==> config.mk <==
export PLATFORM = sky130hd
export DESIGN_NAME = remote_serial_interface_select
export DESIGN_NICKNAME = d
export VERILOG_FILES = /design/src/rtl/remote_serial_interface_select.v
export VERILOG_INCLUDE_DIRS = /design/src /design/src/rtl
export SDC_FILE = /design/constraint.sdc
export NUM_CORES = 1
export LEC_CHECK = 0
export BUFFER_PORTS_ARGS = -buffer_cell sky130_fd_sc_hd__clkbuf_2
export CELL_PAD_IN_SITES_DETAIL_PLACEMENT = 0
export CELL_PAD_IN_SITES_GLOBAL_PLACEMENT = 1
export CORE_MARGIN = 1.5
export CORE_UTILIZATION = 50
export CTS_CLUSTER_DIAMETER = 150
export DETAILED_ROUTE_END_ITERATION = 16
export PLACE_DENSITY_LB_ADDON = 0.1
export SETUP_SLACK_MARGIN = 0.2
export SKIP_LAST_GASP = 1
export SLEW_MARGIN = 15
export SYNTH_ARGS = -nofsm -noshare
export SYNTH_HDL_FRONTEND = slang
export SYNTH_SLANG_ARGS = --single-unit
==> constraint.sdc <==
create_clock -name clk -period 10.2 [get_ports clk]
set_clock_uncertainty 0.1 [all_clocks]
set_input_delay 1.53 -clock clk [delete_from_list [all_inputs] [get_ports clk]]
set_output_delay 1.53 -clock clk [all_outputs]
set_load 0.05 [all_outputs]
==> src/rtl/remote_serial_defs.vh <==
`ifndef REMOTE_SERIAL_DEFS_VH
`define REMOTE_SERIAL_DEFS_VH
// APB register byte offsets
`define REG_CTRL      8'h00
`define REG_STATUS    8'h04
`define REG_TXDATA    8'h08
`define REG_RXDATA    8'h0C
// CTRL fields
`define CTRL_IF_LSB   0
`define CTRL_IF_MSB   1
`define CTRL_BAUD_LSB 2
`define CTRL_BAUD_MSB 4
`define CTRL_RESET    32'h00000010
// STATUS bit positions
`define ST_REMOTE     0
`define ST_BRIGHT     1
`define ST_RXVALID    2
`define ST_FRAMEERR   3
`define ST_TXBUSY     4
`define ST_USBCONN    5
// Interface selection codes
`define IF_RS232      2'h0
`define IF_USB        2'h1
`define IF_GPIB       2'h2
`define IF_LAN        2'h3
// Timing
`define CLK_HZ        50000000
`define OVERSAMPLE    16
`define BAUD_0        9600
`define BAUD_1        19200
`define BAUD_2        38400
`define BAUD_3        57600
`define BAUD_4        115200
`define HOLD_MS       1000
`define HOLD_CYCLES   ((`CLK_HZ / 1000) * `HOLD_MS)
// Identification reply, four comma-separated fields; text is arbitrary
`define ID_TEXT       "MAKER,SUPPLY1,SN:00000000,V1.00\n"
`define ID_LEN        32
// Characters seen by the line parser
`define CH_LF         8'h0A
`define CH_CR         8'h0D
`define CMD_LOCAL     40'h4C4F43414C
`define CMD_IDN       40'h2A49444E3F
`endif

==> src/rtl/remote_serial_interface_select.v <==
`timescale 1ns/1ps
`default_nettype none
`include "remote_serial_defs.vh"
module remote_serial_interface_select #(
   parameter [31:0] HOLD_CYCLES = `HOLD_CYCLES
) (
   input  wire        clk,
   input  wire        sys_rst,
   input  wire        psel,
   input  wire        penable,
   input  wire        pwrite,
   input  wire [7:0]  paddr,
   input  wire [31:0] pwdata,
   output reg  [31:0] prdata,
   output reg         pready,
   output reg         pslverr,
   input  wire        rs232Rx,
   output reg         rs232Tx,
   input  wire        usbVirtualSerialPortRx,
   output reg         usbVirtualSerialPortTx,
   input  wire        usbConnected,
   input  wire        unlockSoftkeyN,
   output reg         keyLock,
   output reg  [1:0]  indicatorSel,
   output reg         indicatorBright
);
   localparam RX_IDLE = 2'd0, RX_START = 2'd1, RX_DATA = 2'd2, RX_STOP = 2'd3;
   localparam [8*`ID_LEN-1:0] ID_TEXT = `ID_TEXT;

   function [9:0] baudDiv;
      input [2:0] sel;
      integer div;
      begin
         case (sel)
            3'd0:    div = `CLK_HZ / (`BAUD_0 * `OVERSAMPLE);
            3'd1:    div = `CLK_HZ / (`BAUD_1 * `OVERSAMPLE);
            3'd2:    div = `CLK_HZ / (`BAUD_2 * `OVERSAMPLE);
            3'd3:    div = `CLK_HZ / (`BAUD_3 * `OVERSAMPLE);
            default: div = `CLK_HZ / (`BAUD_4 * `OVERSAMPLE);
         endcase
         // Every divider of the set fits ten bits
         baudDiv = div[9:0];
      end
   endfunction

   reg  [31:0] ctrl_q;
   reg  [1:0]  rsSync_q;
   reg  [1:0]  usbSync_q;
   reg  [1:0]  vbusSync_q;
   reg  [1:0]  keySync_q;
   reg         vbusPrev_q;
   reg  [9:0]  tickCnt_q;
   reg         tick_q;
   reg  [1:0]  rxState_q;
   reg  [3:0]  rxPhase_q;
   reg  [2:0]  rxBit_q;
   reg  [7:0]  rxShift_q;
   reg         rxPrev_q;
   reg  [7:0]  rxData_q;
   reg         rxValid_q;
   reg         frameErr_q;
   reg         rxDone_q;
   reg  [39:0] lineBuf_q;
   reg         lineAny_q;
   reg         remote_q;
   reg         bright_q;
   reg  [9:0]  txShift_q;
   reg  [3:0]  txBits_q;
   reg  [3:0]  txPhase_q;
   reg         idBusy_q;
   reg  [5:0]  idIdx_q;
   reg  [31:0] holdCnt_q;

   wire [1:0] ifSel   = ctrl_q[`CTRL_IF_MSB:`CTRL_IF_LSB];
   wire       serialIf = (ifSel == `IF_RS232) || (ifSel == `IF_USB);
   // Only the selected line reaches the receiver; others read as idle
   wire       rxLine  = (ifSel == `IF_RS232) ? rsSync_q[1] :
                        (ifSel == `IF_USB)   ? usbSync_q[1] : 1'b1;
   wire       apbAcc  = psel && penable && pready;
   wire       apbWr   = apbAcc && pwrite;
   wire       apbRd   = apbAcc && !pwrite;
   wire       mapped  = (paddr == `REG_CTRL) || (paddr == `REG_STATUS) ||
                        (paddr == `REG_TXDATA) || (paddr == `REG_RXDATA);
   wire       txBusy  = (txBits_q != 4'd0);
   wire       swTx    = apbWr && (paddr == `REG_TXDATA) && !txBusy && !idBusy_q;
   wire       idTx    = idBusy_q && !txBusy;
   wire [7:0] idChar  = ID_TEXT[8*(`ID_LEN-1-idIdx_q) +: 8];
   wire       isTerm  = (rxData_q == `CH_LF) || (rxData_q == `CH_CR);
   wire       cmdLocal = rxDone_q && isTerm && (lineBuf_q == `CMD_LOCAL);
   wire       cmdIdn   = rxDone_q && isTerm && (lineBuf_q == `CMD_IDN);
   wire       cmdOther = rxDone_q && isTerm && lineAny_q && !cmdLocal;
   wire       holdDone = (holdCnt_q >= HOLD_CYCLES - 32'd1);
   wire       usbDrop  = (ifSel == `IF_USB) && vbusPrev_q && !vbusSync_q[1];
   wire       ifChange = apbWr && (paddr == `REG_CTRL) &&
                         (pwdata[`CTRL_IF_MSB:`CTRL_IF_LSB] != ifSel);

   // Synchronisers; stage one is read only by stage two
   always @(posedge clk or posedge sys_rst) begin
      if (sys_rst) begin
         rsSync_q   <= 2'h3;
         usbSync_q  <= 2'h3;
         vbusSync_q <= 2'h0;
         keySync_q  <= 2'h3;
         vbusPrev_q <= 1'b0;
      end else begin
         rsSync_q   <= {rsSync_q[0], rs232Rx};
         usbSync_q  <= {usbSync_q[0], usbVirtualSerialPortRx};
         vbusSync_q <= {vbusSync_q[0], usbConnected};
         keySync_q  <= {keySync_q[0], unlockSoftkeyN};
         vbusPrev_q <= vbusSync_q[1];
      end
   end

   // APB slave: one wait state, registered answer
   always @(posedge clk or posedge sys_rst) begin
      if (sys_rst) begin
         pready  <= 1'b0;
         pslverr <= 1'b0;
         prdata  <= 32'h00000000;
         ctrl_q  <= `CTRL_RESET;
      end else begin
         pready  <= psel && penable && !pready;
         pslverr <= psel && penable && !pready && !mapped;
         if (psel && penable && !pready) begin
            case (paddr)
               `REG_CTRL:   prdata <= ctrl_q;
               `REG_STATUS: prdata <= {26'h0, vbusSync_q[1], txBusy || idBusy_q,
                                       frameErr_q, rxValid_q, bright_q, remote_q};
               `REG_RXDATA: prdata <= {24'h0, rxData_q};
               default:     prdata <= 32'h00000000;
            endcase
         end
         if (apbWr && paddr == `REG_CTRL)
            ctrl_q <= {27'h0, pwdata[`CTRL_BAUD_MSB:0]};
      end
   end

   // 16x oversample tick at the chosen rate
   always @(posedge clk or posedge sys_rst) begin
      if (sys_rst) begin
         tickCnt_q <= 10'h000;
         tick_q    <= 1'b0;
      end else if (tickCnt_q >= baudDiv(ctrl_q[`CTRL_BAUD_MSB:`CTRL_BAUD_LSB]) - 10'h001) begin
         tickCnt_q <= 10'h000;
         tick_q    <= 1'b1;
      end else begin
         tickCnt_q <= tickCnt_q + 10'h001;
         tick_q    <= 1'b0;
      end
   end

   // Receiver, 8N1
   always @(posedge clk or posedge sys_rst) begin
      if (sys_rst) begin
         rxState_q  <= RX_IDLE;
         rxPhase_q  <= 4'h0;
         rxBit_q    <= 3'h0;
         rxShift_q  <= 8'h00;
         rxPrev_q   <= 1'b1;
         rxData_q   <= 8'h00;
         rxValid_q  <= 1'b0;
         frameErr_q <= 1'b0;
         rxDone_q   <= 1'b0;
      end else begin
         rxDone_q <= 1'b0;
         rxPrev_q <= rxLine;
         // Hardware set wins over a same-cycle software clear
         if (apbRd && paddr == `REG_RXDATA)
            rxValid_q <= 1'b0;
         if (apbWr && paddr == `REG_STATUS && pwdata[`ST_FRAMEERR])
            frameErr_q <= 1'b0;
         case (rxState_q)
            RX_IDLE: begin
               if (rxPrev_q && !rxLine) begin
                  rxState_q <= RX_START;
                  rxPhase_q <= 4'h0;
               end
            end
            RX_START: begin
               if (tick_q) begin
                  rxPhase_q <= rxPhase_q + 4'h1;
                  if (rxPhase_q == 4'h7) begin
                     rxPhase_q <= 4'h0;
                     rxBit_q   <= 3'h0;
                     // A glitch shorter than half a bit is not a start
                     rxState_q <= rxLine ? RX_IDLE : RX_DATA;
                  end
               end
            end
            RX_DATA: begin
               if (tick_q) begin
                  rxPhase_q <= rxPhase_q + 4'h1;
                  if (rxPhase_q == 4'hF) begin
                     rxShift_q <= {rxLine, rxShift_q[7:1]};
                     rxBit_q   <= rxBit_q + 3'h1;
                     if (rxBit_q == 3'h7)
                        rxState_q <= RX_STOP;
                  end
               end
            end
            RX_STOP: begin
               if (tick_q) begin
                  rxPhase_q <= rxPhase_q + 4'h1;
                  if (rxPhase_q == 4'hF) begin
                     rxState_q <= RX_IDLE;
                     if (!rxLine) begin
                        frameErr_q <= 1'b1;
                     end else begin
                        rxData_q  <= rxShift_q;
                        rxValid_q <= 1'b1;
                        rxDone_q  <= 1'b1;
                     end
                  end
               end
            end
            default: rxState_q <= RX_IDLE;
         endcase
      end
   end

   // Line parser and remote/local state
   always @(posedge clk or posedge sys_rst) begin
      if (sys_rst) begin
         lineBuf_q <= 40'h0;
         lineAny_q <= 1'b0;
         remote_q  <= 1'b0;
         bright_q  <= 1'b0;
         holdCnt_q <= 32'h00000000;
      end else begin
         if (rxDone_q) begin
            if (isTerm) begin
               lineBuf_q <= 40'h0;
               lineAny_q <= 1'b0;
            end else begin
               lineBuf_q <= {lineBuf_q[31:0], rxData_q};
               lineAny_q <= 1'b1;
            end
         end
         holdCnt_q <= keySync_q[1] ? 32'h00000000 :
                      (holdDone ? holdCnt_q : holdCnt_q + 32'h00000001);
         if (cmdOther) begin
            remote_q <= 1'b1;
            bright_q <= 1'b1;
         end
         if (cmdLocal) begin
            remote_q <= 1'b0;
            bright_q <= 1'b1;
         end
         // Key and cable release override any command in the same cycle
         if (holdDone && !keySync_q[1])
            remote_q <= 1'b0;
         if (usbDrop)
            remote_q <= 1'b0;
         if (ifChange) begin
            remote_q <= 1'b0;
            bright_q <= 1'b0;
         end
      end
   end

   // Transmitter: identification reply has priority over software bytes
   always @(posedge clk or posedge sys_rst) begin
      if (sys_rst) begin
         txShift_q <= 10'h3FF;
         txBits_q  <= 4'h0;
         txPhase_q <= 4'h0;
         idBusy_q  <= 1'b0;
         idIdx_q   <= 6'h00;
      end else begin
         if (cmdIdn) begin
            idBusy_q <= 1'b1;
            idIdx_q  <= 6'h00;
         end else if (idTx) begin
            txShift_q <= {1'b1, idChar, 1'b0};
            txBits_q  <= 4'hA;
            txPhase_q <= 4'h0;
            idIdx_q   <= idIdx_q + 6'h01;
            if ({26'h0, idIdx_q} == `ID_LEN - 1)
               idBusy_q <= 1'b0;
         end else if (swTx) begin
            txShift_q <= {1'b1, pwdata[7:0], 1'b0};
            txBits_q  <= 4'hA;
            txPhase_q <= 4'h0;
         end else if (txBusy && tick_q) begin
            txPhase_q <= txPhase_q + 4'h1;
            if (txPhase_q == 4'hF) begin
               txShift_q <= {1'b1, txShift_q[9:1]};
               txBits_q  <= txBits_q - 4'h1;
            end
         end
      end
   end

   // Pins and indicators
   always @(posedge clk or posedge sys_rst) begin
      if (sys_rst) begin
         rs232Tx                <= 1'b1;
         usbVirtualSerialPortTx <= 1'b1;
         keyLock                <= 1'b0;
         indicatorSel           <= `IF_RS232;
         indicatorBright        <= 1'b0;
      end else begin
         rs232Tx                <= (ifSel == `IF_RS232) ? txShift_q[0] : 1'b1;
         usbVirtualSerialPortTx <= (ifSel == `IF_USB) ? txShift_q[0] : 1'b1;
         keyLock                <= remote_q && serialIf;
         indicatorSel           <= ifSel;
         indicatorBright        <= bright_q;
      end
   end
endmodule // remote_serial_interface_select
`default_nettype wire

## After elaboration in Yosys (flattened, before gate mapping)

Index checks and enable logic that the tools add are counted.

| storage, ports and cells | value |
|---|---|
| output and inout port bits | 40 |
| word-level logic and storage cells | 209 |
| flip-flop bits (word level) | 194 |
| input bits | 49 |

| operators by class | value |
|---|---|
| $add $sub $neg | 9 |
| magnitude comparators | 2 |
| equal/unequal tests | 30 |
| bitwise logic cells | 1 |
| multiplexer cells | 69 |
| reductions and logical operators | 62 |
| shift-type cells | 1 |

Operator list:

| kind | number |
|---|---|
| 256-bit by 33-bit indexed part select with 8-bit output (first input constant) | 1 |
| 32-bit 2-to-1 mux | 2 |
| 10-bit 2-to-1 mux | 5 |
| 4-bit 2-to-1 mux | 11 |
| 40-bit by 38-bit equality test with 1-bit output (second input constant) | 1 |
| 40-bit by 39-bit equality test with 1-bit output (second input constant) | 1 |
| 40-bit 2-to-1 mux | 1 |
| 9-bit one-hot mux with 4 select lines | 1 |
| 32-bit by 1-bit adder with 32-bit output (second input constant) | 1 |
| 8-bit by 4-bit equality test with 1-bit output (second input constant) | 4 |
| 32-bit by 26-bit greater-or-equal comparator with 1-bit output (second input constant) | 1 |
| 1-bit 2-to-1 mux | 30 |
| 1-bit logical AND | 26 |
| 8-bit one-hot mux with 3 select lines | 1 |
| 2-bit 2-to-1 mux | 9 |
| 2-bit inequality test (second input constant) | 9 |
| 3-bit 2-to-1 mux | 4 |
| 6-bit 2-to-1 mux | 2 |
| 4-bit one-hot mux with 3 select lines | 1 |
| 10-bit by 1-bit adder with 10-bit output (second input constant) | 1 |
| 10-bit greater-or-equal comparator | 1 |
| 10-bit by 1-bit subtractor with 10-bit output (second input constant) | 1 |
| 1-bit logical NOT | 9 |
| 3-bit AND reduction | 3 |
| other kinds (32) | 48 |

## Longest topological paths before layout

Gate-level depths: netlist of run 1.

| logic depth | value |
|---|---|
| depth after elaboration | 11 |
| depth in mapped cells | 13 |
| mapped depth without buffers | 12 |

## Least setup slack after synthesis of run 1

OpenSTA, ideal clock, no wires.

| timing path | value |
|---|---|
| kind | in2reg |
| start point | input paddr[1] |
| end point | register txShift_q[2] |
| stages on the path | 6 |
| library setup time | 0.082 ns |
| path slack | 6.827 ns |
| path buffers | 1 |
| data arrival time | 3.191 ns |
| data required time | 10.018 ns |
| cell sequence | or4_4 nor4_4 o21a_4 a2bb2oi_2 buf_6 mux2_4 |

| between the ends | value |
|---|---|
| word-level cells in the longest chain between the ends | 6 |
| elaborated cells on any way between the ends | 9 |

Ends and longest elaborated chain:

| element | RTL line | RTL |
|---|---|---|
| start, declared | remote_serial_interface_select.v:12 | `input wire [7:0] paddr,` |
| 8-bit by 4-bit equality test with 1-bit output (no source line) (*) | n/a |  |
| 1-bit logical AND (*) (3 in series) | remote_serial_interface_select.v:85 | `` wire swTx = apbWr && (paddr == `REG_TXDATA) && !txBusy && !idBusy_q; `` |
| 3-bit nonzero test (no source line) / 10-bit 2-to-1 mux (equally long branches) | n/a |  |
| 3-bit AND reduction (no source line) / 10-bit 2-to-1 mux (equally long branches) | n/a |  |
| end signal, assigned | remote_serial_interface_select.v:274 | `txShift_q <= {1'b1, idChar, 1'b0};` |
| end signal, assigned | remote_serial_interface_select.v:281 | `txShift_q <= {1'b1, pwdata[7:0], 1'b0};` |
| end signal, assigned | remote_serial_interface_select.v:287 | `txShift_q <= {1'b1, txShift_q[9:1]};` |
| end, declared | remote_serial_interface_select.v:67 | `reg [9:0] txShift_q;` |

Mark *: on every way between the ends. The rest lies on a longest branch, timed or not.
A chain may end at the register's enable or synchronous reset.

## Worst setup path in the final report of run 1

| timing path | value |
|---|---|
| start point | input paddr[1] |
| end point | register txShift_q[7] |

The elaborated chain is that of the path after synthesis.

==> metrics.txt, run 1 <==
# TYPE chip_impl_metric gauge
chip_impl_metric{name="tritoncts.num_buffers",unit=""} 17
chip_impl_info{name="cts_root_buffer",value="clkbuf_16"} 1
chip_impl_info{name="cts_tree",value="yes"} 1
chip_impl_metric{name="pin_count_of_the_biggest_net_entering_global_routing",unit=""} 89
chip_impl_info{name="outcome",value="finished, final reports clean"} 1
chip_impl_info{name="worstReg2RegEnd",value="tickCnt_q[4]"} 1
chip_impl_metric{name="synthesis.instances",unit=""} 794
chip_impl_metric{name="setup-violations-final",unit=""} 0
chip_impl_metric{name="vdd.ir_drop.worst",unit="mV"} 0.153
chip_impl_metric{name="finish.instance_area",unit="um2"} 9210
chip_impl_metric{name="fp.coreArea",unit="um2"} 16100
chip_impl_info{name="rr_startpoint",value="ctrl_q[4]"} 1
chip_impl_info{name="worst_setup_path_start_kind",value="input port"} 1
chip_impl_metric{name="power-per-cell-area",unit="nW/um2"} 172
chip_impl_metric{name="gp_routability_congestion",unit=""} 0.811
chip_impl_metric{name="rr_worst_depth",unit=""} 11
chip_impl_metric{name="sequential_fraction_of_the_synthesis_area",unit="%"} 51.3
chip_impl_metric{name="max_slew_violation_total_from_the_final_report",unit=""} 0
chip_impl_metric{name="postSynthAreaPerCell",unit="um2"} 10.4
chip_impl_metric{name="timing.hold.worst_path_depth",unit=""} 0
chip_impl_metric{name="finalHoldViolCount",unit=""} 0
chip_impl_metric{name="num_io_pins",unit=""} 89
chip_impl_info{name="beginning_of_the_worst_hold_path",value="vbusSync_q[0]"} 1
chip_impl_metric{name="antenna_cells_inserted",unit=""} 0
chip_impl_metric{name="via_count",unit=""} 5911
chip_impl_metric{name="crit_path_max_fanout",unit=""} 20
chip_impl_metric{name="cts_sinks",unit=""} 169
chip_impl_metric{name="register_to_register_setup_slack",unit="ns"} 7.16
chip_impl_metric{name="start_util",unit="%"} 51.7
chip_impl_metric{name="dp_hpwl",unit="um"} 11700
chip_impl_metric{name="netlist.area_leader.share",unit="%"} 45.3
chip_impl_info{name="dominantRegCellSynth",value="dfrtp_1"} 1
chip_impl_metric{name="slew_headroom",unit="%"} 32.2
chip_impl_metric{name="layout.nets",unit=""} 889
chip_impl_metric{name="route.final.wire_length",unit="um"} 17200
chip_impl_info{name="setup_repair_after_global_routing_missed_its_margin",value="no"} 1
chip_impl_metric{name="timing.setup.tns",unit="ns"} 0
chip_impl_metric{name="placement.cell_area",unit="um2"} 8560
chip_impl_info{name="synthDominantAreaCellType",value="dfrtp_1"} 1
chip_impl_metric{name="synth_enable_flop_cells",unit=""} 0
chip_impl_metric{name="fraction_of_registers_with_async_set_or_reset_after_synthesis",unit="%"} 100
chip_impl_metric{name="first_pass_grt_wire_length",unit="um"} 29100
chip_impl_metric{name="clk_pin_slew",unit="ns"} 0.06
chip_impl_info{name="worstHoldEndpoint",value="vbusSync_q[1]"} 1
chip_impl_metric{name="finalCoreUtilization",unit="%"} 57.3
chip_impl_metric{name="layout_min_cycle_time",unit="ns"} 3.65
chip_impl_metric{name="placed_cells_incl_taps",unit=""} 1017
chip_impl_metric{name="drt_iter0_drc",unit=""} 454
chip_impl_metric{name="dpl_worst_slack",unit="ns"} 6.12
chip_impl_metric{name="gr-total-overflow",unit=""} 0
chip_impl_info{name="worst-setup-path-type",value="in -> reg"} 1
chip_impl_metric{name="antenna_violations_before_repair",unit=""} 0
chip_impl_metric{name="route.detailed.drc",unit=""} 0
chip_impl_metric{name="first_global_vias",unit=""} 5883
chip_impl_metric{name="fin_crit_sh",unit="%"} 35.8
chip_impl_metric{name="post_synth_num_cell_types",unit=""} 76
chip_impl_metric{name="synth-seq-cells",unit=""} 169
chip_impl_metric{name="num-fill-cells",unit=""} 1387
chip_impl_metric{name="worst_slew_pin_slew",unit="ns"} 1.02
chip_impl_metric{name="postLayoutSetupSlackWorst",unit="ns"} 6.55
chip_impl_info{name="synth.top_cells.by_area",value="dfrtp_1, dfstp_2, a22o_1"} 1
chip_impl_metric{name="max_freq",unit="GHz"} 0.274
chip_impl_metric{name="drt_pre_antenna_iters",unit=""} 5
chip_impl_metric{name="die-area",unit="um2"} 17400
chip_impl_metric{name="routedWlPerCell",unit="um"} 16.4
chip_impl_metric{name="synthesis.area",unit="um2"} 8290
chip_impl_metric{name="insertion_delay_of_the_later_clocked_pin_in_the_worst_skew_pair",unit="ns"} 0.43
chip_impl_metric{name="clock_tree.buffer_depth",unit=""} 2
chip_impl_metric{name="maxCapViolCount",unit=""} 0
chip_impl_metric{name="avgViaCountPerCell",unit=""} 5.63
chip_impl_metric{name="required_worst_endpoint",unit="ns"} 10.45
chip_impl_metric{name="route.antenna.remaining_nets",unit=""} 0
chip_impl_metric{name="floorplan.die.width",unit="um"} 132
chip_impl_metric{name="area_taken_by_multi_input_logic_gates",unit="um2"} 3710
chip_impl_metric{name="htree_num_levels",unit=""} 4
chip_impl_metric{name="critical_path_data_arrival_time",unit="ns"} 3.90
chip_impl_metric{name="die-height",unit="um"} 132
chip_impl_metric{name="total_leakage_power",unit="nW"} 4.20
chip_impl_metric{name="final_total_pwr",unit="mW"} 1.58
chip_impl_metric{name="io_buffers",unit=""} 40
chip_impl_metric{name="rows",unit=""} 46
chip_impl_metric{name="final_instance_count_excl_fillers",unit=""} 1049
chip_impl_metric{name="area_delta_synth_final",unit="%"} 11.0
chip_impl_metric{name="area.sequential",unit="um2"} 4250
chip_impl_info{name="min-delay-path-class",value="reg -> reg"} 1
chip_impl_metric{name="gr-usage-all-layers",unit="%"} 20.7
chip_impl_metric{name="final_layout_size_suffix_gt1_share",unit="%"} 16.1
chip_impl_metric{name="timing.hold.ws",unit="ns"} 0.250
chip_impl_info{name="end_kind",value="flip-flop"} 1
chip_impl_metric{name="postCtsResizedCells",unit=""} 0
chip_impl_metric{name="cts_hold_buffers",unit=""} 0
chip_impl_metric{name="postCtsSetupBuffers",unit=""} 0
chip_impl_metric{name="synth.yosys.warnings",unit=""} 0
[final cells by class]
cell class                      count  share of cell area, %
Inverter                           25                   1.07
Timing Repair Buffer               44                   2.50
Sequential cell                   169                   46.2
Tap cell                          216                   2.94
Clock buffer                       22                   5.26
Clock inverter                     10                   1.78
Multi-Input combinational cell    563                   40.3
[sequential cells by signal, indices dropped and copies added (netlist names), 3 cells and up, named ones only]
signal / cells
rxShift_q: 8
txBits_q: 4
lineBuf_q: 40
txShift_q: 9
ctrl_q: 5
prdata: 8
txPhase_q: 4
tickCnt_q: 10
rxData_q: 8
rxBit_q: 3
rxPhase_q: 4
idIdx_q: 6
holdCnt_q: 32
[cell usage in the layout, fill, tap and decap left out, drive strengths merged, types with 7 or more instances in the layout]
| master | netlist | final |
|---|---|---|
| and3 | 7 | 7 |
| nand3 | 31 | 31 |
| conb | 2 | 25 |
| nor4 | 8 | 8 |
| mux2i | 9 | 9 |
| a21oi | 22 | 22 |
| nor2 | 82 | 82 |
| xor2 | 28 | 28 |
| a22o | 43 | 43 |
| xnor2 | 15 | 15 |
| nor2b | 14 | 14 |
| dfstp | 19 | 19 |
| o21ai | 37 | 37 |
| ha | 20 | 20 |
| nand2 | 70 | 70 |
| clkbuf | 29 | 62 |
| nor3 | 13 | 13 |
| inv | 24 | 26 |
| dfrtp | 150 | 150 |
| nand4 | 20 | 20 |
| a211oi | 7 | 7 |
| mux2 | 18 | 18 |
[Yosys cell counts (all sizes together) (9+ instances only)]
library cell and n:
nand3 31, nand2 70, ha 20, a22o 43, xnor2 15, dfrtp 150
clkbuf 29, xor2 28, nor2b 14, nor2 82, mux2 18, nor3 13
dfstp 19, mux2i 9, buf 31, a21oi 22, nand4 20, o21ai 37
inv 24
[worst max-delay path, cell delays in order]
cell	delay, ns
clkbuf_2	0.08
or4_4	0.56
nor4_4	0.41
o21a_4	0.24
a2bb2oi_2	0.71
mux2_4	0.35
[how the worst max path moves through the flow]
stage,end,start,cells after the start,slack (ns)
2_1_floorplan,async pin,sys_rst,1,4.03
3_3_place_gp,txShift_q[7],paddr[1],6,6.16
3_5_place_dp,txShift_q[2],paddr[1],6,6.12
4_1_cts,txShift_q[7],paddr[1],6,6.56
5_1_grt,txShift_q[7],paddr[1],6,6.44
6_report,txShift_q[7],paddr[1],6,6.55
[metal layers]
metal  vias to the layer above  wire (um)  GRT usage, %  share of wire [%]
met3                        17        503          3.61                2.9
li1                       2826          -             -                  -
met5                         -          0             0                  0
met1                      2964       8140          28.0                 47
met4                         0        204          7.22                1.2
met2                       104       8340          33.7                 49
[power breakdown]
group	switching [mW]	total [mW]	internal, mW
combinational	0.0889	0.138	0.0493
clock	0.265	0.702	0.438
sequential	0.0340	0.741	0.707
total	0.387	1.58	1.19
[logic make-up after synthesis]
family / count (synthesis) / share of synthesized area, %
muxes: 27 / 3.62
xor gates and xnor gates: 43 / 4.54
AOI/OAI and AO/OA: 151 / 13.5
buffers and inverters: 85 / 5.14
other: 2 / 0.0905
and+or+nand+nor: 297 / 18.8
adders and majority gates: 20 / 3.02
DFF: 169 / 51.3
(Power assumes the default switching activity.)
==> run 2, diff against run 1 <==
Settings changed: ABC_AREA from default to 1, CORE_UTILIZATION 50 to 44.
Clock period 10.2 ns to 3.5 ns, I/O delays scaled along.
==> run 2 against run 1 <==
  * Core utilization fell by 7.9 points
  * Clock power rose to 2.9 times the previous value
  * Worst setup slack worse by 5.7 ns
  * Hold slack lost 0.24 ns
  * Sequential power rose to 2.7 times the previous value
  * Critical path type is now reg -> reg
  * Sequential cell count stayed put
  * Largest power group is now the clock network
  * Synthesized cell count increased by 55%
  * Clock-buffer cell count is 5 lower
==> metrics.txt, run 2 <==
# TYPE chip_impl_metric gauge
chip_impl_info{name="outcome",value="finished, final reports clean"} 1
chip_impl_info{name="most-common-layout-cells",value="nand2_1, dfrtp_1, inv_1"} 1
chip_impl_info{name="yosysMostFrequentCell",value="nand2_1"} 1
chip_impl_metric{name="synth_enable_flop_cells",unit=""} 0
chip_impl_metric{name="cts_hold_buffers",unit=""} 0
chip_impl_metric{name="start_util",unit="%"} 44.7
chip_impl_metric{name="via_count",unit=""} 7606
chip_impl_info{name="min-delay-path-class",value="in -> async"} 1
chip_impl_metric{name="die-area",unit="um2"} 22200
chip_impl_info{name="synthDominantAreaCellType",value="dfrtp_1"} 1
chip_impl_metric{name="timing.hold.ws",unit="ns"} 0.00784
chip_impl_info{name="biggestRegsByFlops",value="lineBuf_q (40), holdCnt_q (32), tickCnt_q (10)"} 1
chip_impl_metric{name="antenna_violations_before_repair",unit=""} 0
chip_impl_info{name="cts_tree",value="yes"} 1
chip_impl_metric{name="io_buffers",unit=""} 40
chip_impl_info{name="crit_slowest_cell",value="dfstp_2"} 1
chip_impl_metric{name="final_total_pwr",unit="mW"} 4.40
chip_impl_metric{name="setup-violations-final",unit=""} 0
chip_impl_info{name="path_cells",value="inv_1, nand3_1, nand2_1, ha_1, a21oi_1, nor2_1, ha_1, nand2_1, nor4_1, nand3_1, nand4_1, nor2_1"} 1
chip_impl_metric{name="fp.coreArea",unit="um2"} 21000
chip_impl_metric{name="synthesis.instances",unit=""} 1228
chip_impl_metric{name="final_instance_count_excl_fillers",unit=""} 1546
chip_impl_metric{name="postCtsResizedCells",unit=""} 0
chip_impl_info{name="cp_top_family",value="simple AND/OR/NAND/NOR gates"} 1
chip_impl_metric{name="antenna_cells_inserted",unit=""} 0
chip_impl_metric{name="area_delta_synth_final",unit="%"} 10.5
chip_impl_metric{name="floorplan.die.width",unit="um"} 149
chip_impl_metric{name="maxCapViolCount",unit=""} 0
chip_impl_metric{name="synth-seq-cells",unit=""} 169
chip_impl_metric{name="clock_tree.buffer_depth",unit=""} 2
chip_impl_metric{name="met2_usage",unit="%"} 32.4
chip_impl_metric{name="layout.nets",unit=""} 1327
chip_impl_metric{name="pin_count_of_the_biggest_net_entering_global_routing",unit=""} 69
chip_impl_info{name="ys_top_cells_by_count",value="nand2_1, dfrtp_1, inv_1, nor2_1, nand3_1"} 1
chip_impl_metric{name="clk_pin_slew",unit="ns"} 0.07
chip_impl_metric{name="route.detailed.drc",unit=""} 0
chip_impl_metric{name="dpl_worst_slack",unit="ns"} 0.833
chip_impl_metric{name="met1_usage",unit="%"} 29.7
chip_impl_metric{name="critical_path_buffer_and_inverter_count",unit=""} 1
chip_impl_metric{name="htree_num_levels",unit=""} 4
chip_impl_metric{name="insertion_delay_of_the_later_clocked_pin_in_the_worst_skew_pair",unit="ns"} 0.43
chip_impl_metric{name="grt_use_met3",unit="%"} 3.88
chip_impl_metric{name="critical_path_data_arrival_time",unit="ns"} 2.83
chip_impl_metric{name="fin_crit_sh",unit="%"} 75.2
chip_impl_metric{name="max_slew_violation_total_from_the_final_report",unit=""} 0
chip_impl_metric{name="finalHoldViolCount",unit=""} 0
chip_impl_info{name="gr-max-usage-layer",value="met2"} 1
chip_impl_metric{name="finish.instance_area",unit="um2"} 10400
chip_impl_metric{name="route.antenna.remaining_nets",unit=""} 0
chip_impl_metric{name="netlist.area_leader.share",unit="%"} 40.0
chip_impl_metric{name="postCtsSetupBuffers",unit=""} 0
chip_impl_metric{name="first_global_vias",unit=""} 7381
chip_impl_metric{name="max_freq",unit="GHz"} 0.380
chip_impl_info{name="end_kind",value="flip-flop"} 1
chip_impl_metric{name="crit_path_max_fanout",unit=""} 11
chip_impl_metric{name="timing.setup.tns",unit="ns"} 0
chip_impl_metric{name="synth.yosys.warnings",unit=""} 0
chip_impl_info{name="cts_root_buffer",value="clkbuf_16"} 1
chip_impl_metric{name="first_pass_grt_wire_length",unit="um"} 36600
chip_impl_info{name="setup_repair_after_global_routing_missed_its_margin",value="no"} 1
chip_impl_metric{name="die-height",unit="um"} 149
chip_impl_metric{name="cts_sinks",unit=""} 169
chip_impl_metric{name="num_io_pins",unit=""} 89
chip_impl_metric{name="rr_worst_depth",unit=""} 12
chip_impl_metric{name="largest_register_ff_count",unit=""} 40
chip_impl_metric{name="route.final.wire_length",unit="um"} 21200
chip_impl_metric{name="drt_pre_antenna_iters",unit=""} 4
chip_impl_info{name="synth.top_cells.by_area",value="dfrtp_1, nand2_1, inv_1"} 1
chip_impl_metric{name="fraction_of_registers_with_async_set_or_reset_after_synthesis",unit="%"} 100
chip_impl_metric{name="rows",unit=""} 53
chip_impl_metric{name="sequential_fraction_of_the_synthesis_area",unit="%"} 45.4
chip_impl_metric{name="cp_num_cells",unit=""} 12
chip_impl_metric{name="slew_headroom",unit="%"} 49.7
chip_impl_metric{name="max_incr_delay_on_cp",unit="ns"} 0.59
chip_impl_info{name="final_common_cell",value="nand2_1"} 1
chip_impl_metric{name="final_layout_size_suffix_gt1_share",unit="%"} 10.9
chip_impl_info{name="worst-setup-path-type",value="reg -> reg"} 1
chip_impl_metric{name="placement.cell_area",unit="um2"} 9710
chip_impl_info{name="largest-register",value="lineBuf_q"} 1
chip_impl_metric{name="gp_routability_congestion",unit=""} 0.869
chip_impl_info{name="worst_setup_path_start_kind",value="flip-flop"} 1
chip_impl_metric{name="postLayoutSetupSlackWorst",unit="ns"} 0.867
chip_impl_metric{name="drt_iter0_drc",unit=""} 457
chip_impl_metric{name="layout_min_cycle_time",unit="ns"} 2.63
chip_impl_metric{name="avgViaCountPerCell",unit=""} 4.92
chip_impl_metric{name="finalCoreUtilization",unit="%"} 49.4
chip_impl_metric{name="dp_hpwl",unit="um"} 15100
chip_impl_info{name="dominantRegCellSynth",value="dfrtp_1"} 1
chip_impl_metric{name="synthesis.area",unit="um2"} 9370
chip_impl_metric{name="worst_slew_pin_slew",unit="ns"} 0.748
chip_impl_metric{name="total_leakage_power",unit="nW"} 4.91
chip_impl_metric{name="routedWlPerCell",unit="um"} 13.7
chip_impl_metric{name="required_worst_endpoint",unit="ns"} 3.70
chip_impl_metric{name="tritoncts.num_buffers",unit=""} 17
chip_impl_metric{name="power-per-cell-area",unit="nW/um2"} 425
chip_impl_metric{name="placed_cells_incl_taps",unit=""} 1514
chip_impl_metric{name="postSynthAreaPerCell",unit="um2"} 7.63
chip_impl_metric{name="gr-total-overflow",unit=""} 0
chip_impl_metric{name="vdd.ir_drop.worst",unit="mV"} 0.292
chip_impl_metric{name="post_synth_num_cell_types",unit=""} 45
chip_impl_metric{name="gr-usage-all-layers",unit="%"} 20.6
[run 2: changes by cell type in the layout (fill, tap and decap cells not counted), sizes merged, moves of 12 or more]
cell and delta:
o21ai +25, nor2 +60, o22ai +30, nand3 +72, nand2 +288, mux2 -18, nand4 +12, inv +130
a21oi -12, a22o -43, nor2b -14
[run 2: worst paths after layout]
kind	from	end	slack, ns
worst max-delay path	ctrl_q[4]	tickCnt_q[8]	0.87
worst min-delay path	sys_rst	lineBuf_q[13]	0.008
worst max register to register	ctrl_q[4]	tickCnt_q[8]	0.87
worst min register to register	keySync_q[0]	keySync_q[1]	0.26
max in group asynchronous	sys_rst	keySync_q[0]	2.54
min in group clk	usbVirtualSerialPortRx	usbSync_q[0]	0.07
[run 2: layer usage]
metal | wire length (um) | vias up
met5 | 0 | -
met4 | 135 | 0
met3 | 559 | 12
met2 | 9820 | 100
met1 | 10600 | 3545
li1 | - | 3949
[run 2: worst register-to-register path, cell delays in order, from the launching register on]
cell and delay (ns):
dfstp_2 0.59, inv_1 0.09, nand3_1 0.09, nand2_1 0.10
ha_1 0.20, a21oi_1 0.15, nor2_1 0.06, ha_1 0.27
nand2_1 0.07, nor4_1 0.28, nand3_1 0.10, nand4_1 0.33
nor2_1 0.08
[run 2: area by class of cell]
cell class,count,area [um2]
clock buffer,17,425
tap,275,344
inverter,155,586
clock inverter,15,214
multi-input combinational,865,4230
timing repair buffer,50,300
fill,2112,10600
sequential,169,4250
[run 2: power by group]
part	internal [mW]	switching (mW)	total, mW
Clock	1.21	0.839	2.05
Sequential	1.99	0.0361	2.03
Combinational	0.0797	0.243	0.323
Total	3.29	1.12	4.40
[run 2: kinds of logic (layout without fill, tap and decap cells)]
group	after synthesis	after routing	share of synthesized area (%)
DFF	169	169	45.4
and+or+nand+nor	672	672	31.6
other	2	25	0.0801
xor gates and xnor gates	28	28	2.62
adders and majority gates	20	20	2.67
AOI/OAI and AO/OA	120	120	7.26
buffers and inverters	217	237	10.4
==> run 3, diff against run 2 <==
Settings changed: CORE_UTILIZATION 44 to 40.
Clock period 3.5 ns to 2.4 ns, I/O delays scaled along.
==> run 3 against run 2 <==
  * Final area grew 3.4%
  * Wire length grew 5.7%
  * Register-to-register slack worse by 0.77 ns
  * Sequential share of layout area shrank 1.3 points
  * Largest cell class is now multi-input gates
  * Worst setup slack got worse by 0.77 ns
  * First-iteration DRC count down 2.0%
  * Cell count is 4.5% higher
  * Critical path depth up 1
  * Largest power group is now registers
==> metrics.txt, run 3 (synthesis results as in run 2) <==
# TYPE chip_impl_metric gauge
chip_impl_metric{name="slew_headroom",unit="%"} 57.9
chip_impl_info{name="rr_startpoint",value="ctrl_q[4]"} 1
chip_impl_metric{name="start_util",unit="%"} 41.0
chip_impl_metric{name="num-fill-cells",unit=""} 2423
chip_impl_metric{name="rows",unit=""} 55
chip_impl_info{name="cts_root_buffer",value="clkbuf_16"} 1
chip_impl_info{name="outcome",value="finished, final reports clean"} 1
chip_impl_metric{name="fp.coreArea",unit="um2"} 22800
chip_impl_metric{name="final_layout_size_suffix_gt1_share",unit="%"} 14.1
chip_impl_metric{name="drt_iter0_drc",unit=""} 448
chip_impl_metric{name="tritoncts.num_buffers",unit=""} 17
chip_impl_info{name="worstHoldEndpoint",value="rxValid_q"} 1
chip_impl_info{name="biggestRegsByFlops",value="lineBuf_q (40), holdCnt_q (32), tickCnt_q (10)"} 1
chip_impl_metric{name="placement.cell_area",unit="um2"} 9970
chip_impl_info{name="largest-register",value="lineBuf_q"} 1
chip_impl_info{name="min-delay-path-class",value="in -> reg"} 1
chip_impl_info{name="beginning_of_the_worst_hold_path",value="pwrite"} 1
chip_impl_metric{name="register_to_register_setup_slack",unit="ns"} 0.1
chip_impl_metric{name="finalHoldViolCount",unit=""} 0
chip_impl_metric{name="cts_sinks",unit=""} 169
chip_impl_metric{name="largest_register_ff_count",unit=""} 40
chip_impl_metric{name="maxCapViolCount",unit=""} 0
chip_impl_metric{name="dp_hpwl",unit="um"} 16300
chip_impl_metric{name="worst_slew_pin_slew",unit="ns"} 0.630
chip_impl_info{name="final_common_cell",value="nand2_1"} 1
chip_impl_metric{name="io_buffers",unit=""} 40
chip_impl_info{name="worstReg2RegEnd",value="tickCnt_q[0]"} 1
chip_impl_metric{name="dpl_worst_slack",unit="ns"} 0.0599
chip_impl_metric{name="gr-total-overflow",unit=""} 0
chip_impl_info{name="cp_top_family",value="simple AND/OR/NAND/NOR gates"} 1
chip_impl_info{name="most-common-layout-cells",value="nand2_1, dfrtp_1, inv_1"} 1
chip_impl_metric{name="placed_cells_incl_taps",unit=""} 1575
chip_impl_info{name="crit_slowest_cell",value="dfstp_2"} 1
chip_impl_metric{name="gr-usage-all-layers",unit="%"} 19.8
chip_impl_metric{name="crit_path_max_fanout",unit=""} 6
chip_impl_metric{name="critical_path_data_arrival_time",unit="ns"} 2.52
chip_impl_metric{name="total_leakage_power",unit="nW"} 5.05
chip_impl_metric{name="die-height",unit="um"} 156
chip_impl_metric{name="floorplan.die.width",unit="um"} 156
chip_impl_metric{name="clock_tree.buffer_depth",unit=""} 2
chip_impl_metric{name="critical_path_buffer_and_inverter_count",unit=""} 1
chip_impl_metric{name="max_slew_violation_total_from_the_final_report",unit=""} 0
chip_impl_metric{name="clk_pin_slew",unit="ns"} 0.07
chip_impl_metric{name="antenna_cells_inserted",unit=""} 0
chip_impl_metric{name="drt_pre_antenna_iters",unit=""} 5
chip_impl_metric{name="route.detailed.drc",unit=""} 0
chip_impl_metric{name="rr_worst_depth",unit=""} 13
chip_impl_metric{name="timing.hold.worst_path_depth",unit=""} 3
chip_impl_info{name="worst-setup-path-type",value="reg -> reg"} 1
chip_impl_metric{name="layout_min_cycle_time",unit="ns"} 2.30
chip_impl_info{name="end_kind",value="flip-flop"} 1
chip_impl_metric{name="required_worst_endpoint",unit="ns"} 2.62
chip_impl_info{name="cts_tree",value="yes"} 1
chip_impl_metric{name="timing.setup.tns",unit="ns"} 0
chip_impl_info{name="worst_setup_path_start_kind",value="flip-flop"} 1
chip_impl_metric{name="pin_count_of_the_biggest_net_entering_global_routing",unit=""} 45
chip_impl_metric{name="area_delta_synth_final",unit="%"} 14.2
chip_impl_metric{name="insertion_delay_of_the_later_clocked_pin_in_the_worst_skew_pair",unit="ns"} 0.44
chip_impl_metric{name="htree_num_levels",unit=""} 4
chip_impl_metric{name="final_instance_count_excl_fillers",unit=""} 1615
chip_impl_metric{name="avgViaCountPerCell",unit=""} 4.78
chip_impl_metric{name="setup-violations-final",unit=""} 0
chip_impl_metric{name="route.final.wire_length",unit="um"} 22300
chip_impl_metric{name="num_io_pins",unit=""} 89
chip_impl_metric{name="power-per-cell-area",unit="nW/um2"} 572
chip_impl_metric{name="antenna_violations_before_repair",unit=""} 0
chip_impl_metric{name="route.antenna.remaining_nets",unit=""} 0
chip_impl_info{name="critPathMostFrequentCell",value="nand2_2"} 1
chip_impl_metric{name="gp_routability_congestion",unit=""} 0.833
chip_impl_metric{name="finish.instance_area",unit="um2"} 10700
chip_impl_metric{name="die-area",unit="um2"} 24400
chip_impl_metric{name="routedWlPerCell",unit="um"} 13.8
chip_impl_metric{name="timing.hold.ws",unit="ns"} 0.0991
chip_impl_metric{name="via_count",unit=""} 7724
chip_impl_metric{name="fin_crit_sh",unit="%"} 95.9
chip_impl_metric{name="postLayoutSetupSlackWorst",unit="ns"} 0.0986
chip_impl_metric{name="first_global_vias",unit=""} 7667
chip_impl_metric{name="max_incr_delay_on_cp",unit="ns"} 0.59
chip_impl_metric{name="layout.nets",unit=""} 1358
chip_impl_metric{name="first_pass_grt_wire_length",unit="um"} 38200
chip_impl_metric{name="max_freq",unit="GHz"} 0.435
chip_impl_info{name="path_cells",value="nor2_2, nand2_2, nand2_2, ha_4, a21oi_2, nor2_1, ha_1, nand2_2, nor4_2, nand3_1, nand4_1, buf_6, nor2_1"} 1
chip_impl_metric{name="vdd.ir_drop.worst",unit="mV"} 0.388
chip_impl_info{name="setup_repair_after_global_routing_missed_its_margin",value="yes"} 1
## run 3: stage by stage
step	power, mW	utilization (%)
CTS	6.23	46.8
global placement	3.51	43.7
global route	6.39	46.9
floorplan	3.40	-
detailed placement	3.51	43.7
finish	6.12	46.9
## run 3: worst min-delay path, stage by stage
cell and delay (ns):
clkbuf_2 0.11, o31ai_1 0.08, nand2_1 0.05
## run 3: timing repair
action / in CTS / in global routing
setup endpoints to repair: 11 / 21
hold buffers: 5 / 0
gates resized for setup: 14 / 8
buffers inserted: 3 / 0
pin swaps: 3 / 5
hold endpoints to repair: 20 / 0
## run 3: worst max-delay path by stage
stage              endpoint  cells past startpoint  slack [ns]  startpoint
2_1_floorplan     async pin                      1       -0.20     sys_rst
3_3_place_gp   tickCnt_q[0]                     13        0.10   ctrl_q[4]
3_5_place_dp   tickCnt_q[0]                     13        0.06   ctrl_q[4]
4_1_cts        tickCnt_q[7]                     13        0.14   ctrl_q[4]
5_1_grt        tickCnt_q[8]                     13       -0.06   ctrl_q[4]
6_report       tickCnt_q[0]                     13         0.1   ctrl_q[4]
## run 3: layout make-up
class                      instances  area [um2]  share of cell area (%)
inverter                         155         586                    5.47
clock inverter                    14         130                    1.22
clock buffer                      18         439                    4.10
multi-input combinational        865        4310                    40.3
timing repair buffer              81         591                    5.52
sequential                       169        4250                    39.7
tap                              313         392                    3.66
## run 3: report_power, final
group | internal, mW | switching [mW]
logic | 0.134 | 0.365
registers | 2.91 | 0.0511
clock network | 1.40 | 1.27
## run 3: metal layers
layer	routed length, um	vias up	global-route usage, %
li1	-	4010	-
met1	11500	3611	27.9
met2	10100	95	31.5
met3	631	8	3.67
met4	151	0	4.54
met5	0	-	0
